==> config.mk <==
export PLATFORM = sky130hd
export DESIGN_NAME = abc_regs
export DESIGN_NICKNAME = d
export VERILOG_FILES = /design/src/logic/abc_pkg.sv /design/src/logic/abc_sync2.sv /design/src/logic/abc_regs.sv
export SDC_FILE = /design/constraint.sdc
export NUM_CORES = 1
export LEC_CHECK = 0
export CORE_MARGIN = 10
export CORE_UTILIZATION = 55
export DETAILED_ROUTE_END_ITERATION = 6
export DONT_BUFFER_PORTS = 1
export GPL_ROUTABILITY_DRIVEN = 1
export PLACE_DENSITY = 0.77
export REMOVE_ABC_BUFFERS = 1
export SYNTH_ARGS = -nofsm -noshare
export SYNTH_HDL_FRONTEND = slang
export SYNTH_HIERARCHICAL = 1
export SYNTH_SLANG_ARGS = --single-unit
export TNS_END_PERCENT = 5
==> constraint.sdc <==
create_clock -name clk -period 5 [get_ports clk]
set_clock_uncertainty 0.15 [all_clocks]
set_input_delay 1.25 -clock clk [delete_from_list [all_inputs] [get_ports clk]]
set_output_delay 1.25 -clock clk [all_outputs]
set_load 0.01 [all_outputs]
==> src/logic/abc_pkg.sv <==
package abc_pkg;

    // ==========================================================
    // register offsets (byte pointer values on the serial bus)
    localparam logic [7:0] OFF_SYSTEM_CONTROL = 8'h01;
    localparam logic [7:0] OFF_BATTERY_GUARD  = 8'h02;
    localparam logic [7:0] OFF_STEP_UP_VOLT   = 8'h03;
    localparam logic [7:0] OFF_STEP_UP_CURR   = 8'h05;
    localparam logic [7:0] OFF_AMP_GAIN       = 8'h06;

    // ==========================================================
    // reset values
    localparam logic [7:0] RST_SYSTEM_CONTROL = 8'h38;
    localparam logic [7:0] RST_BATTERY_GUARD  = 8'h09;
    localparam logic [7:0] RST_STEP_UP_VOLT   = 8'h0c;
    localparam logic [7:0] RST_STEP_UP_CURR   = 8'h08;
    localparam logic [7:0] RST_AMP_GAIN       = 8'h10;
    localparam logic [7:0] RD_UNMAPPED        = 8'h00;

    // ==========================================================
    // field positions: system control
    localparam int SYS_SOFT_EN_BIT  = 6;
    localparam int SYS_STEP_UP_BIT  = 4;
    localparam int SYS_AMP_EN_BIT   = 3;
    localparam int SYS_EARPIECE_BIT = 2;
    localparam int SYS_HIGH_BAT_BIT = 0;

    // field positions: battery guard
    localparam int GRD_FILTER_LSB  = 5;
    localparam int GRD_ENTRY_LSB   = 3;
    localparam int GRD_ENABLE_BIT  = 2;
    localparam int GRD_CEILING_LSB = 0;

    // field widths
    localparam int VOLT_CODE_W = 5;
    localparam int CURR_CODE_W = 4;
    localparam int GAIN_CODE_W = 5;

    // ==========================================================
    // bus address: upper five bits fixed, lower two from the strap
    localparam logic [4:0] DEV_ADDR_HI = 5'h16;

endpackage

==> src/logic/abc_sync2.sv <==
`timescale 1ns/1ps
// ==========================================================
// two-flop synchroniser for a bundle of asynchronous levels
module abc_sync2 #(
    parameter int W = 1
) (
    input  wire logic         clk,
    input  wire logic         reset,
    input  wire logic [W-1:0] async_in,
    output logic      [W-1:0] sync_out
);
    logic [W-1:0] meta;

    // first stage is read only by the second
    always_ff @(posedge clk) begin
        if (reset) begin
            meta     <= '1;
            sync_out <= '1;
        end else begin
            meta     <= async_in;
            sync_out <= meta;
        end
    end
endmodule

==> src/logic/abc_regs.sv <==
`timescale 1ns/1ps
// Notes on behaviour
// - soft enable b6, step-up b4, amp b3, earpiece b2, high battery b0; reset 0x38
// - guard filter bits 6:5: 1ms, 500us, 200us, code 11 disables; reset 00
// - guard entry level bits 4:3: 3.3V to 3.6V; reset 01
// - guard enable bit 2, active high, resets to 0
// - guard output ceiling bits 1:0: 5V to 6.5V; reset 01
// - step-up voltage code n gives 6.5V plus n*0.25V; reset 01100
// - step-up current code 0010 is 2A, 0.25A steps to 4.5A; reset 1000
// - gain code 0dB at zero, 1.5dB per step; reset 10000
// - high battery enable in system control bit 0, resets to 0
// - register pointer advances once after each data byte, including a read byte the master nacks
// - answer bus address 10110 plus strap bits; register address comes first
module abc_regs
    import abc_pkg::*;
(
    input  wire logic                   clk,
    input  wire logic                   reset,
    input  wire logic                   scl,
    input  wire logic                   sda_in,
    output logic                        sda_out,
    output logic                        sda_oe,
    input  wire logic [1:0]             addr_strap,
    output logic                        chip_soft_enable,
    output logic                        step_up_enable,
    output logic                        amplifier_enable,
    output logic                        earpiece_mode,
    output logic                        high_batt_enable,
    output logic [1:0]                  guard_filter_time,
    output logic [1:0]                  guard_entry_level,
    output logic                        guard_enable,
    output logic [1:0]                  guard_output_ceiling,
    output logic [abc_pkg::VOLT_CODE_W-1:0] step_up_voltage_code,
    output logic [abc_pkg::CURR_CODE_W-1:0] step_up_current_code,
    output logic [abc_pkg::GAIN_CODE_W-1:0] amplifier_gain_code
);
    import abc_pkg::*;

    typedef enum logic [2:0] {
        ST_IDLE, ST_ADDR, ST_REG, ST_WDATA, ST_ACK, ST_TX, ST_MACK
    } abc_state_e;

    // ==========================================================
    // pin synchronisation and bus event detection
    logic [3:0] pins_s;
    logic       scl_q;
    logic       sda_q;
    logic [1:0] strap_q;

    abc_sync2 #(.W(4)) u_sync (
        .clk      (clk),
        .reset    (reset),
        .async_in ({scl, sda_in, addr_strap}),
        .sync_out (pins_s)
    );

    wire       scl_s    = pins_s[3];
    wire       sda_s    = pins_s[2];
    wire       scl_rise = scl_s & ~scl_q;
    wire       scl_fall = ~scl_s & scl_q;
    wire       bus_start = scl_s & scl_q & sda_q & ~sda_s;
    wire       bus_stop  = scl_s & scl_q & ~sda_q & sda_s;

    // delayed copies for edge detection; the strap is followed all the time,
    // because the synchroniser shows all ones while reset is held
    always_ff @(posedge clk) begin
        scl_q   <= scl_s;
        sda_q   <= sda_s;
        strap_q <= pins_s[1:0];
    end

    // ==========================================================
    // register storage
    logic [7:0] system_control;
    logic [7:0] battery_guard_config;
    logic [7:0] step_up_voltage_select;
    logic [7:0] step_up_current_limit;
    logic [7:0] amplifier_gain_control;

    // ==========================================================
    // serial protocol state
    abc_state_e state;
    abc_state_e after_ack;
    logic [2:0] bit_cnt;
    logic [7:0] shift;
    logic [7:0] tx_sh;
    logic [7:0] reg_ptr;
    logic       ack_on;
    logic       inc_ptr;
    logic       mack_ok;

    wire [7:0] rx_byte  = {shift[6:0], sda_s};
    wire       addr_hit = (rx_byte[7:1] == {DEV_ADDR_HI, strap_q});
    wire       byte_end = scl_rise & (bit_cnt == 3'd7);
    wire       wr_strobe = byte_end & (state == ST_WDATA);

    // read mux over the mapped offsets, zero elsewhere
    wire [7:0] rd_byte =
        (reg_ptr == OFF_SYSTEM_CONTROL) ? system_control :
        (reg_ptr == OFF_BATTERY_GUARD)  ? battery_guard_config :
        (reg_ptr == OFF_STEP_UP_VOLT)   ? step_up_voltage_select :
        (reg_ptr == OFF_STEP_UP_CURR)   ? step_up_current_limit :
        (reg_ptr == OFF_AMP_GAIN)       ? amplifier_gain_control : RD_UNMAPPED;

    // next pointer value seen by the read that follows a master ack
    wire [7:0] next_ptr = reg_ptr + 8'h01;

    // ==========================================================
    // register writes; every bit is stored, spare ones included
    always_ff @(posedge clk) begin
        if (reset) begin
            system_control         <= RST_SYSTEM_CONTROL;
            battery_guard_config   <= RST_BATTERY_GUARD;
            step_up_voltage_select <= RST_STEP_UP_VOLT;
            step_up_current_limit  <= RST_STEP_UP_CURR;
            amplifier_gain_control <= RST_AMP_GAIN;
        end else if (wr_strobe) begin
            if (reg_ptr == OFF_SYSTEM_CONTROL) system_control <= rx_byte;
            if (reg_ptr == OFF_BATTERY_GUARD)  battery_guard_config <= rx_byte;
            if (reg_ptr == OFF_STEP_UP_VOLT)   step_up_voltage_select <= rx_byte;
            if (reg_ptr == OFF_STEP_UP_CURR)   step_up_current_limit <= rx_byte;
            if (reg_ptr == OFF_AMP_GAIN)       amplifier_gain_control <= rx_byte;
        end
    end

    // ==========================================================
    // slave state machine: sample on scl rise, drive on scl fall
    always_ff @(posedge clk) begin
        if (reset) begin
            state     <= ST_IDLE;
            after_ack <= ST_IDLE;
            bit_cnt   <= 3'd0;
            shift     <= 8'h00;
            tx_sh     <= 8'h00;
            reg_ptr   <= 8'h00;
            ack_on    <= 1'b0;
            inc_ptr   <= 1'b0;
            mack_ok   <= 1'b0;
            sda_oe    <= 1'b0;
        end else if (bus_start) begin
            state   <= ST_ADDR;
            bit_cnt <= 3'd0;
            ack_on  <= 1'b0;
            sda_oe  <= 1'b0;
        end else if (bus_stop) begin
            state  <= ST_IDLE;
            sda_oe <= 1'b0;
        end else begin
            unique case (state)
                ST_IDLE: begin
                    sda_oe <= 1'b0;
                end
                ST_ADDR, ST_REG, ST_WDATA: begin
                    if (scl_rise) begin
                        shift   <= rx_byte;
                        bit_cnt <= bit_cnt + 3'd1;
                    end
                    if (byte_end) begin
                        ack_on  <= 1'b0;
                        inc_ptr <= (state == ST_WDATA);
                        if (state == ST_ADDR) begin
                            state     <= addr_hit ? ST_ACK : ST_IDLE;
                            after_ack <= rx_byte[0] ? ST_TX : ST_REG;
                        end else begin
                            state     <= ST_ACK;
                            after_ack <= ST_WDATA;
                            if (state == ST_REG) begin
                                reg_ptr <= rx_byte;
                            end
                        end
                    end
                end
                ST_ACK: begin
                    if (scl_fall && !ack_on) begin
                        ack_on <= 1'b1;
                        sda_oe <= 1'b1;          // pull low for ack
                    end else if (scl_fall) begin
                        ack_on  <= 1'b0;
                        state   <= after_ack;
                        bit_cnt <= 3'd0;
                        sda_oe  <= (after_ack == ST_TX) ? ~rd_byte[7] : 1'b0;
                        tx_sh   <= rd_byte;
                        if (inc_ptr) begin
                            reg_ptr <= next_ptr;
                        end
                    end
                end
                ST_TX: begin
                    if (scl_fall) begin
                        if (bit_cnt == 3'd7) begin
                            sda_oe  <= 1'b0;
                            state   <= ST_MACK;
                            bit_cnt <= 3'd0;
                            ack_on  <= 1'b0;
                        end else begin
                            sda_oe  <= ~tx_sh[6];
                            tx_sh   <= {tx_sh[6:0], 1'b0};
                            bit_cnt <= bit_cnt + 3'd1;
                        end
                    end
                end
                ST_MACK: begin
                    if (scl_rise) begin
                        ack_on  <= 1'b1;
                        mack_ok <= ~sda_s;
                        reg_ptr <= next_ptr;
                    end else if (scl_fall && ack_on) begin
                        ack_on  <= 1'b0;
                        state   <= mack_ok ? ST_TX : ST_IDLE;
                        sda_oe  <= mack_ok & ~rd_byte[7];
                        tx_sh   <= rd_byte;
                    end
                end
            endcase
        end
    end

    // ==========================================================
    // field outputs taken straight from flops; the sda_out pin is a constant low
    assign sda_out              = 1'b0;  // open drain: only low is driven
    assign chip_soft_enable     = system_control[SYS_SOFT_EN_BIT];
    assign step_up_enable       = system_control[SYS_STEP_UP_BIT];
    assign amplifier_enable     = system_control[SYS_AMP_EN_BIT];
    assign earpiece_mode        = system_control[SYS_EARPIECE_BIT];
    assign high_batt_enable     = system_control[SYS_HIGH_BAT_BIT];
    assign guard_filter_time    = battery_guard_config[GRD_FILTER_LSB +: 2];
    assign guard_entry_level    = battery_guard_config[GRD_ENTRY_LSB +: 2];
    assign guard_enable         = battery_guard_config[GRD_ENABLE_BIT];
    assign guard_output_ceiling = battery_guard_config[GRD_CEILING_LSB +: 2];
    assign step_up_voltage_code = step_up_voltage_select[VOLT_CODE_W-1:0];
    assign step_up_current_code = step_up_current_limit[CURR_CODE_W-1:0];
    assign amplifier_gain_code  = amplifier_gain_control[GAIN_CODE_W-1:0];
endmodule

### After elaboration in Yosys (flattened, before gate mapping)

Cells that the tools add are included.

| word-level totals | value |
|---|---|
| flip-flop bits (word level) | 87 |
| input bits | 6 |
| output and inout port bits | 28 |
| logic and storage cells | 162 |

| cells by class | value |
|---|---|
| $add $sub $neg | 2 |
| equality and inequality tests | 36 |
| mux-type cells | 57 |
| bitwise operators | 18 |
| reduce and logical (&&, ||, !) cells | 28 |

Operators by type and width:

| cell | count |
|---|---|
| $mux 8 | 12 |
| $mux 3 | 17 |
| $mux 7 | 6 |
| $ne 4x4->1 const B | 7 |
| $ne 2x2->1 const B | 13 |
| $pmux 8 s3 | 1 |
| $pmux 7 s3 | 1 |
| $eq 8x2->1 const B | 2 |
| $eq 8x3->1 const B | 2 |
| $mux 1 | 16 |
| $reduce_and 8->1 | 2 |
| $eq 3x3->1 const B | 5 |
| $pmux 3 s4 | 1 |
| $reduce_and 4->1 | 3 |
| $and 1x1->1 | 10 |
| $reduce_and 10->1 | 1 |
| $reduce_and 2->1 | 5 |
| $pmux 3 s3 | 1 |
| $reduce_and 9->1 | 1 |
| $reduce_bool 3->1 | 3 |
| $add 8x1->8 const B | 1 |
| $eq 8x1->1 const B | 1 |
| $not 1->1 | 8 |
| $pmux 1 s4 | 2 |
| 15 further kinds | 20 |

### Longest topological paths before layout

Gate-level depths: netlist of the first run.

| logic depth | value |
|---|---|
| depth in word-level cells | 11 |
| depth in mapped cells | 9 |
| gate-level depth less buffers | 7 |

### By module

The synthesis of the first run kept the hierarchy.

Modules (own cells, without submodules):

| module | instances | cells each | area each (um^2) | sequential area each (um^2) |
|---|---|---|---|---|
| abc_regs | 1 | 516 | 4166.5 | 1581.5 |
| abc_sync2 | 1 | 16 | 210.2 | 160.2 |

### Worst setup path after synthesis of the first run

OpenSTA, ideal clock, no wires.

| timing | value |
|---|---|
| kind | in2reg |
| from | in reset |
| to | reg state[0] |
| setup time | 60 ps |
| arrival time | 1964 ps |
| data required time | 4790 ps |
| path slack | 2827 ps |
| cell stages on the path | 4 |
| path buffers | 2 |
| cell sequence | clkbuf_8 -> clkinv_1 -> clkbuf_1 -> o311a_1 |

RTL lines:

| element | RTL line | source |
|---|---|---|
| start, declared | abc_regs.sv:18 | `input wire logic reset,` |
| end signal, assigned | abc_regs.sv:162 | `state <= addr_hit ? ST_ACK : ST_IDLE;` |
| end signal, assigned | abc_regs.sv:179 | `state <= after_ack;` |
| end signal, assigned | abc_regs.sv:209 | `state <= mack_ok ? ST_TX : ST_IDLE;` |
| end, declared | abc_regs.sv:82 | `abc_state_e state;` |

No word-level cell between the ends.

### Worst setup path after layout of the first run

| timing | value |
|---|---|
| from | reg reg_ptr[0] |
| to | reg system_control[3] |

| between the ends | value |
|---|---|
| longest elaborated chain between the ends | 2 |

RTL lines:

| element | RTL line | source |
|---|---|---|
| start, declared | abc_regs.sv:87 | `logic [7:0] reg_ptr;` |
| start signal, assigned | abc_regs.sv:168 | `reg_ptr <= rx_byte;` |
| start signal, assigned | abc_regs.sv:184 | `reg_ptr <= next_ptr;` |
| start signal, assigned | abc_regs.sv:206 | `reg_ptr <= next_ptr;` |
| $eq 8x1->1 | abc_regs.sv:118 | `if (reg_ptr == OFF_SYSTEM_CONTROL) system_control <= rx_byte;` |
| $reduce_and 2->1 (no source line) | - |  |
| end signal, assigned | abc_regs.sv:118 |  |
| end, declared | abc_regs.sv:74 | `logic [7:0] system_control;` |

Every way passes these cells.
A chain may end at the register's enable or synchronous reset.

==> results.md, run 1 <==
- The share of flip-flops with an asynchronous set or reset after synthesis is 0%.
- Once layout is done, the placed cells without fillers occupy 0.00431 mm2.
- Leaving out fill and tap cells, the most frequent cell in the layout is sky130_fd_sc_hd__dfxtp_1.
- After global routing the overflow that remains totals 0.
- Entering global routing, the biggest net connects 64 pins.
- The post-cts gate resize count is 0.
- The total number of vias is approximately 3,600.
- Clock tree synthesis inserted a total of 9 buffers.
- The die span in y is 109 um.
- The cell count after synthesis is 532.
- The root cell of the clock tree is sky130_fd_sc_hd__clkbuf_8.
- In this run, distinct cell masters in the synthesized netlist total 64.
- Measured along the x axis, the die boundary spans 109 um.
- At the end of routability-driven placement, the weighted congestion stood at 0.859.
- The TritonCTS sink count is 87.
- The deepest clock path buffer count is 2.
- The placed instance area is 0.00412 mm2.
- For this run, the top clock speed supported by timing is 344 MHz.
- The post-route fraction of the period consumed by the critical path is about three fifths.
- The critical path launch point type is a register.
- The placed wire-length estimate is 6.87 mm.
- For the final routed database, the setup TNS stands at 0 ns.
- Summing the sequential cell areas from Yosys gives 39.8% of the chip area.
- OpenSTA, run right after detailed placement, puts the worst setup slack at 2.18 ns.
- The run finished with clean final reports.
- The clock reaches the later pin of the worst-skew pair after 0.37 ns.
- In the synthesized netlist the dominant register cell turns out to be sky130_fd_sc_hd__dfxtp_1.
- The endpoint kind of the worst setup timing path is a register.
- In this run, the clock network consumes 34.4% of the power.
- The total routed wirelength is between 10 and 15 mm.
- The cell total after placement is ~570.
- The final hold violation count came to 0.
- The net switching share of the total power is 28.9%.
- The number of buffer cells added on primary ports is 0.
- The overall routing resource usage is ~17%.
- The net switching power is 0.396 mW.
- Setup repair after global routing left no endpoint under its margin.
- The mean cell area of the mapped netlist is roughly 8.2 um2.
- The count of hold-fix buffers inserted at cts is 0.
- The number of max-cap violations is 0.
- The number of synthesized register bits is 87.
- The maximum VDD drop is 0.223 mV.
- The number of optimization iterations in the first detailed-route pass is 5.
- Counting the fill cells in the layout gives 710.
- For this design the top-level I/O count stands at 34.
- The largest fanout on the critical path is 24.
- STA puts the critical path data required time at 5.08 ns.
- 0 antenna diodes ended up in the layout.
- The number of buffers added for setup after CTS is 0.
- The number of antenna violations at the first check in global routing is 0.
- The sequential group share of total power is 54.5%.
- The die covers 0.0119 mm2.
- The worst hold path cell count is 0.
- Measured in cells, the most critical reg-to-reg path has a length of 5.
- The initial standard-cell utilization of the core is 56.6%.
- From synthesis to final layout, the design area changed by -1.60%.
- The core box area is 0.00773 mm2.
- In this run, synthesis inferred 0 flip-flops with an integrated enable.
- The count of yosys warnings during synthesis is 6.
- The wire length per cell after detailed routing is between 15 and 20 um.
- The clock tree synthesis step divided the H-tree into 3 levels.
- In the routed layout, each cell is associated on average with a via count of approximately 6.1.
- Leaving out fill and tap cells, the most frequent cells in the layout are sky130_fd_sc_hd__dfxtp_1, sky130_fd_sc_hd__nand2_1, sky130_fd_sc_hd__a21oi_1.
- The clock-pin slew reported for the worst setup and hold paths after clock tree synthesis is 0.09 ns.
- The startpoint identified for the worst hold timing path is u_sync/sync_out[0].
- The class of the tightest hold or removal check is reg2reg.
- The final critical delay including setup and external delays is ~2.9 ns.
- The combinational share of power is 11.1%.
- Cells with a size suffix above 1 make up 6.17% of the layout.
- The first-pass GRT wire length is around 17 mm.
- In this run the critical register-to-register path is launched from reg_ptr[0].
- The remaining routing DRC violations is 0.
- On the final layout, the worst hold slack is 0.182 ns.
- At the pin with the least slew margin, the transition time is roughly 0.96 ns.
- The power density over the cells is 318 mW/mm2.
- The relative slew slack is 35.7%.
- The least setup slack across all paths after layout is around 2.1 ns.
- The final antenna-violating net count is 0.
- The final count of pins violating max slew is 0.
- The internal portion of the total power is 0.975 mW.
- The floorplan has 32 rows.
- The synthesized netlist occupies a cell area of 0.00438 mm2.
- In this run the critical register-to-register path is captured at system_control[3].
- The net count of the finished layout is 492.
- The worst path arrival time is ~3 ns.
- For this design the static power due to leakage is 1.56 nW.
- The setup check on the worst reg-to-reg path leaves a slack of 2.10 ns.
- TritonCTS built the clock tree.
- The critical path class is reg2reg.
- The via count of the first global-routing pass came to roughly 3,200.
- The number of non-filler instances in the completed layout is 588.
- Setup violations remaining at the end of the flow were counted as 0.
- For hold timing, the worst endpoint is strap_q[0].
- The number of design-rule violations left by the first detailed-router iteration is 367.
[Yosys cell counts (3+ instances only)]
master,count,area (um2)
sky130_fd_sc_hd__buf_2,9,45.0
sky130_fd_sc_hd__nor2b_1,8,50.1
sky130_fd_sc_hd__nor2_1,36,135
sky130_fd_sc_hd__nand2b_1,5,31.3
sky130_fd_sc_hd__clkbuf_1,23,86.3
sky130_fd_sc_hd__a31oi_1,5,31.3
sky130_fd_sc_hd__nor3_1,10,50.1
sky130_fd_sc_hd__a221o_1,6,60.1
sky130_fd_sc_hd__mux2i_1,28,280
sky130_fd_sc_hd__a21oi_1,50,250
sky130_fd_sc_hd__and3b_1,3,26.3
sky130_fd_sc_hd__buf_6,6,67.6
sky130_fd_sc_hd__nand4_1,3,18.8
sky130_fd_sc_hd__o221ai_1,6,52.6
sky130_fd_sc_hd__nand2_1,83,312
sky130_fd_sc_hd__buf_4,23,173
sky130_fd_sc_hd__o31ai_1,3,22.5
sky130_fd_sc_hd__ha_1,5,62.6
sky130_fd_sc_hd__nand3b_1,10,75.1
sky130_fd_sc_hd__or2_1,8,50.1
sky130_fd_sc_hd__inv_1,9,33.8
sky130_fd_sc_hd__o21ai_0,20,100
sky130_fd_sc_hd__and3_1,4,25.0
sky130_fd_sc_hd__nand3_1,32,160
sky130_fd_sc_hd__dfxtp_1,87,1740
[area by class of cell]
class,count,area (um2),area share [%]
repair buffers,2,15.0,0.349
inverters,10,37.5,0.872
clock buffers,11,151,3.52
multi-input cells,371,2190,50.9
flip-flops and latches,87,1740,40.4
well taps,102,128,2.96
clock inverters,5,40.0,0.930
[stage by stage]
stage | power (mW) | utilization, %
2_1_floorplan | 0.869 | -
3_3_place_gp | 0.903 | 53.3
3_5_place_dp | 0.909 | 53.3
4_1_cts | 1.37 | 55.7
5_1_grt | 1.43 | 55.7
6_report | 1.37 | 55.7
[state kept, by name (all words and copies together), names as in the netlist, 2 cells and up]
name	flops
battery_guard_config	8
step_up_voltage_select	8
reg_ptr	8
strap_q	2
bit_cnt	3
u_sync/sync_out	4
shift	7
system_control	8
amplifier_gain_control	8
u_sync/meta	4
after_ack	3
tx_sh	7
state	3
step_up_current_limit	8
[power groups by stage]
stage               sequential [mW]  combinational [mW]  clock (mW)
finish                        0.747               0.152       0.472
global route                  0.752               0.170       0.507
CTS                           0.745               0.149       0.478
detailed placement            0.761               0.148           0
global placement              0.760               0.143           0
floorplan                     0.750               0.119           0
[worst max-delay path, cell delays in order (launching register included)]
cell,delay [ns]
sky130_fd_sc_hd__dfxtp_1,0.42
sky130_fd_sc_hd__ha_1,0.70
sky130_fd_sc_hd__nor2b_1,0.85
sky130_fd_sc_hd__nand2_1,0.40
sky130_fd_sc_hd__nand2_1,0.16
sky130_fd_sc_hd__nand3_1,0.09
[worst max-delay path by stage]
stage	from	endpoint	depth (start not counted)
3_5_place_dp	reg_ptr[0]	system_control[3]	5
3_3_place_gp	reg_ptr[0]	system_control[3]	5
6_report	reg_ptr[0]	system_control[3]	5
2_1_floorplan	bit_cnt[0]	battery_guard_config[0]	7
5_1_grt	reg_ptr[1]	system_control[4]	6
4_1_cts	reg_ptr[0]	system_control[3]	5
[per-layer routing]
| metal | share of wire (%) | vias up | wire length, um | global-route usage (%) |
|---|---|---|---|---|
| met1 | 43 | 1672 | 4490 | 22.3 |
| met2 | 46 | 159 | 4740 | 26.7 |
| met4 | 0.98 | 0 | 102 | 4.09 |
| li1 | - | 1737 | - | - |
| met5 | 0 | - | 0 | 0 |
| met3 | 10 | 14 | 1070 | 6.90 |
[cells by family after synthesis]
group,share of synthesized area [%]
multiplexers,6.92
adder cells (fa/ha/maj),1.43
XOR/XNOR,0.600
AND/OR/NAND/NOR,24.3
other,0.0857
AO/OA/AOI/OAI,16.8
flip-flops,39.8
buffers and inverters,10.1
Note: power is estimated with default switching activity, not from simulation.
==> run 2: changes to the inputs <==
==> constraint.sdc (replaced) <==
create_clock -name clk -period 3 [get_ports clk]
set_clock_uncertainty 0.15 [all_clocks]
set_input_delay 0.75 -clock clk [delete_from_list [all_inputs] [get_ports clk]]
set_output_delay 0.75 -clock clk [all_outputs]
set_load 0.01 [all_outputs]
==> results.md, run 2 (synthesis results as in run 1) <==
- The run finished with clean final reports.
- Buffers placed on the I/O ports in this run total 0.
- The vias per cell is 6.15.
- The worst path arrival time is 2.71 ns.
- The cell total after placement is slightly below 600.
- Measured in cells, the most critical reg-to-reg path has a length of 8.
- The start of the worst register-to-register path is bit_cnt[0].
- The analysis attributes to cell leakage a power of 1.64 nW.
- For this block, the initial DRC count from the detailed router was 312.
- The layout filler cell count is 680.
- The TritonCTS sink count is 87.
- The die is ~110 um tall.
- The worst pin sits at a relative slew slack of between 30% and 40%.
- The layout overhead on the synthesized area is 0.886%.
- 34 I/O pins were placed.
- The number of optimization iterations in the first detailed-route pass is 6.
- The tool flagged a number of max-cap violations equal to 0.
- Setup repair after global routing left no endpoint under its margin.
- The number of core rows is 32.
- The floorplan step defined a die boundary enclosing around 0.012 mm2.
- The total routed wirelength is 10.5 mm.
- Setup violations remaining at the end of the flow were counted as 0.
- For this run, the top clock speed supported by timing is about 380 MHz.
- Of the cells placed in the final design, the portion with a size suffix greater than 1 is 7.86%.
- In the final layout, flip-flops and latches occupy 0.00174 mm2.
- The root cell of the clock tree is sky130_fd_sc_hd__clkbuf_8.
- The final critical delay including setup and external delays is 2.61 ns.
- The post-route fraction of the period consumed by the critical path is 87.2%.
- For this run, design rule violations remaining after detail routing come to 0.
- The largest fanout on the critical path is 21.
- The setup path with the least slack is of type reg2reg.
- The final count of pins violating max slew came to 0.
- The startpoint identified for the worst hold timing path is u_sync/sync_out[0].
- The placed instance area is ~0.0042 mm2.
- The routed layout has 3,675 vias.
- The reg-to-reg critical path endpoint is amplifier_gain_control[4].
- The required time at the worst-slack endpoint is a little over 3 ns.
- The worst setup path is captured at a register.
- The CTS tree is yes.
- The count of hold-fix buffers inserted at cts is 0.
- In this run the power density over the cells is 556 mW/mm2.
- The library cells used most frequently in the layout, excluding fill and tap cells, are sky130_fd_sc_hd__dfxtp_1, sky130_fd_sc_hd__nand2_1, sky130_fd_sc_hd__a21oi_1.
- The final hold violation count was 0.
- The number of antenna violations at the first check in global routing is 0.
- The most frequent standard cell in the layout excluding fill and tap cells is sky130_fd_sc_hd__dfxtp_1.
- The initial utilization of the core area, before any placement, comes to 56.6%.
- The via count of the first global-routing pass is 3,359.
- The overall power is 2.46 mW.
- The worst hold path cell count is 0.
- The clock passes through at most 2 buffers.
- The weighted congestion at the end of routability-driven global placement is 0.886.
- The fraction of the core area covered by cells at the end of the flow is 57.1%.
- The post-cts gate resize count is 0.
- The summed area of non-filler cells in the final layout is 0.00442 mm2.
- The clock-pin slew reported for the worst setup and hold paths after clock tree synthesis is 0.09 ns.
- For this run, the number of standard cells in the final layout without fillers is around 600.
- The launch point of the critical path is bit_cnt[0].
- The placed wire-length estimate is 7.04 mm.
- The number of antenna diodes in the final layout is 0.
- The first global-routing pass estimated 17.2 mm of wire.
- The area of the multi-input gates is 0.00219 mm2.
- The wire length per cell after detailed routing is 17.6 um.
- The critical path launch point type is a register.
- The core box area is 0.00773 mm2.
- The actual slew at the worst max-slew pin is between 0.9 and 1 ns.
- For this run the aggregate overflow at the end of global routing stands at 0.
- The number of buffers added for setup after CTS is 0.
- The depth of the CTS H-tree is 3.
- Entering global routing, the biggest net connects 64 pins.
- The path with the worst hold slack has its endpoint at strap_q[0].
- The maximum VDD drop is 0.358 mV.
- The path class of the tightest hold or removal check is reg2reg.
- The count of nets left with antenna violations once routing finished came out at 0.
- The net count of the finished layout is 502.
- Across every metal layer, demand over resource in global routing totals around 18%.
- In this run the horizontal extent of the chip is approximately 110 um.
- The clock latency at the later pin of the worst-skew pair is 0.35 ns.
- The total clock buffers created by CTS is 9.
- For flop-to-flop paths, the worst setup slack is 0.39 ns.
- The final total negative setup slack is 0 ns.
## run 2: how the worst max path moves through the flow
stage	end	slack [ns]	cells past startpoint
after floorplan	battery_guard_config[0]	0.26	7
after global placement	amplifier_gain_control[4]	0.51	8
after detailed placement	amplifier_gain_control[5]	0.42	8
after CTS	amplifier_gain_control[4]	0.40	8
after global routing	amplifier_gain_control[5]	0.12	8
final	amplifier_gain_control[4]	0.39	8
## run 2: final cells by class
type	count	share of cell area (%)
multi-input combinational	371	49.7
tap	102	2.89
inverter	10	0.850
clock buffer	10	2.89
sequential	87	39.4
clock inverter	6	2.21
timing repair buffer	12	2.04
## run 2: where the power goes
group / switching [mW] / internal (mW)
Combinational: 0.179 / 0.124
Sequential: 0.0502 / 1.18
Clock: 0.440 / 0.484
Total: 0.669 / 1.79
## run 2: metal layers
| metal | vias up | wire length (um) | share of wire, % | track usage, % |
|---|---|---|---|---|
| met5 | - | 0 | 0 | 0 |
| met4 | 0 | 152 | 1.4 | 6.13 |
| met3 | 22 | 938 | 8.9 | 5.66 |
| met2 | 157 | 4870 | 46 | 27.6 |
| met1 | 1744 | 4560 | 43 | 22.7 |
| li1 | 1752 | - | - | - |
## run 2: critical path: stages, from the launching register on
cell                       delay (ns)
sky130_fd_sc_hd__dfxtp_1         0.36
sky130_fd_sc_hd__ha_1            0.17
sky130_fd_sc_hd__ha_1            0.43
sky130_fd_sc_hd__nand3b_1        0.21
sky130_fd_sc_hd__nor4_4          0.26
sky130_fd_sc_hd__buf_4           0.29
sky130_fd_sc_hd__nand3_2         0.29
sky130_fd_sc_hd__mux2i_1         0.27
sky130_fd_sc_hd__nand2_1         0.07
## run 2: through the flow
step / hold WS (ns) / worst slack, ns
global route: 0.192 / 0.123
detailed placement: 0.165 / 0.423
floorplan: 0.160 / 0.264
global placement: 0.161 / 0.508
finish: 0.185 / 0.385
CTS: 0.188 / 0.400
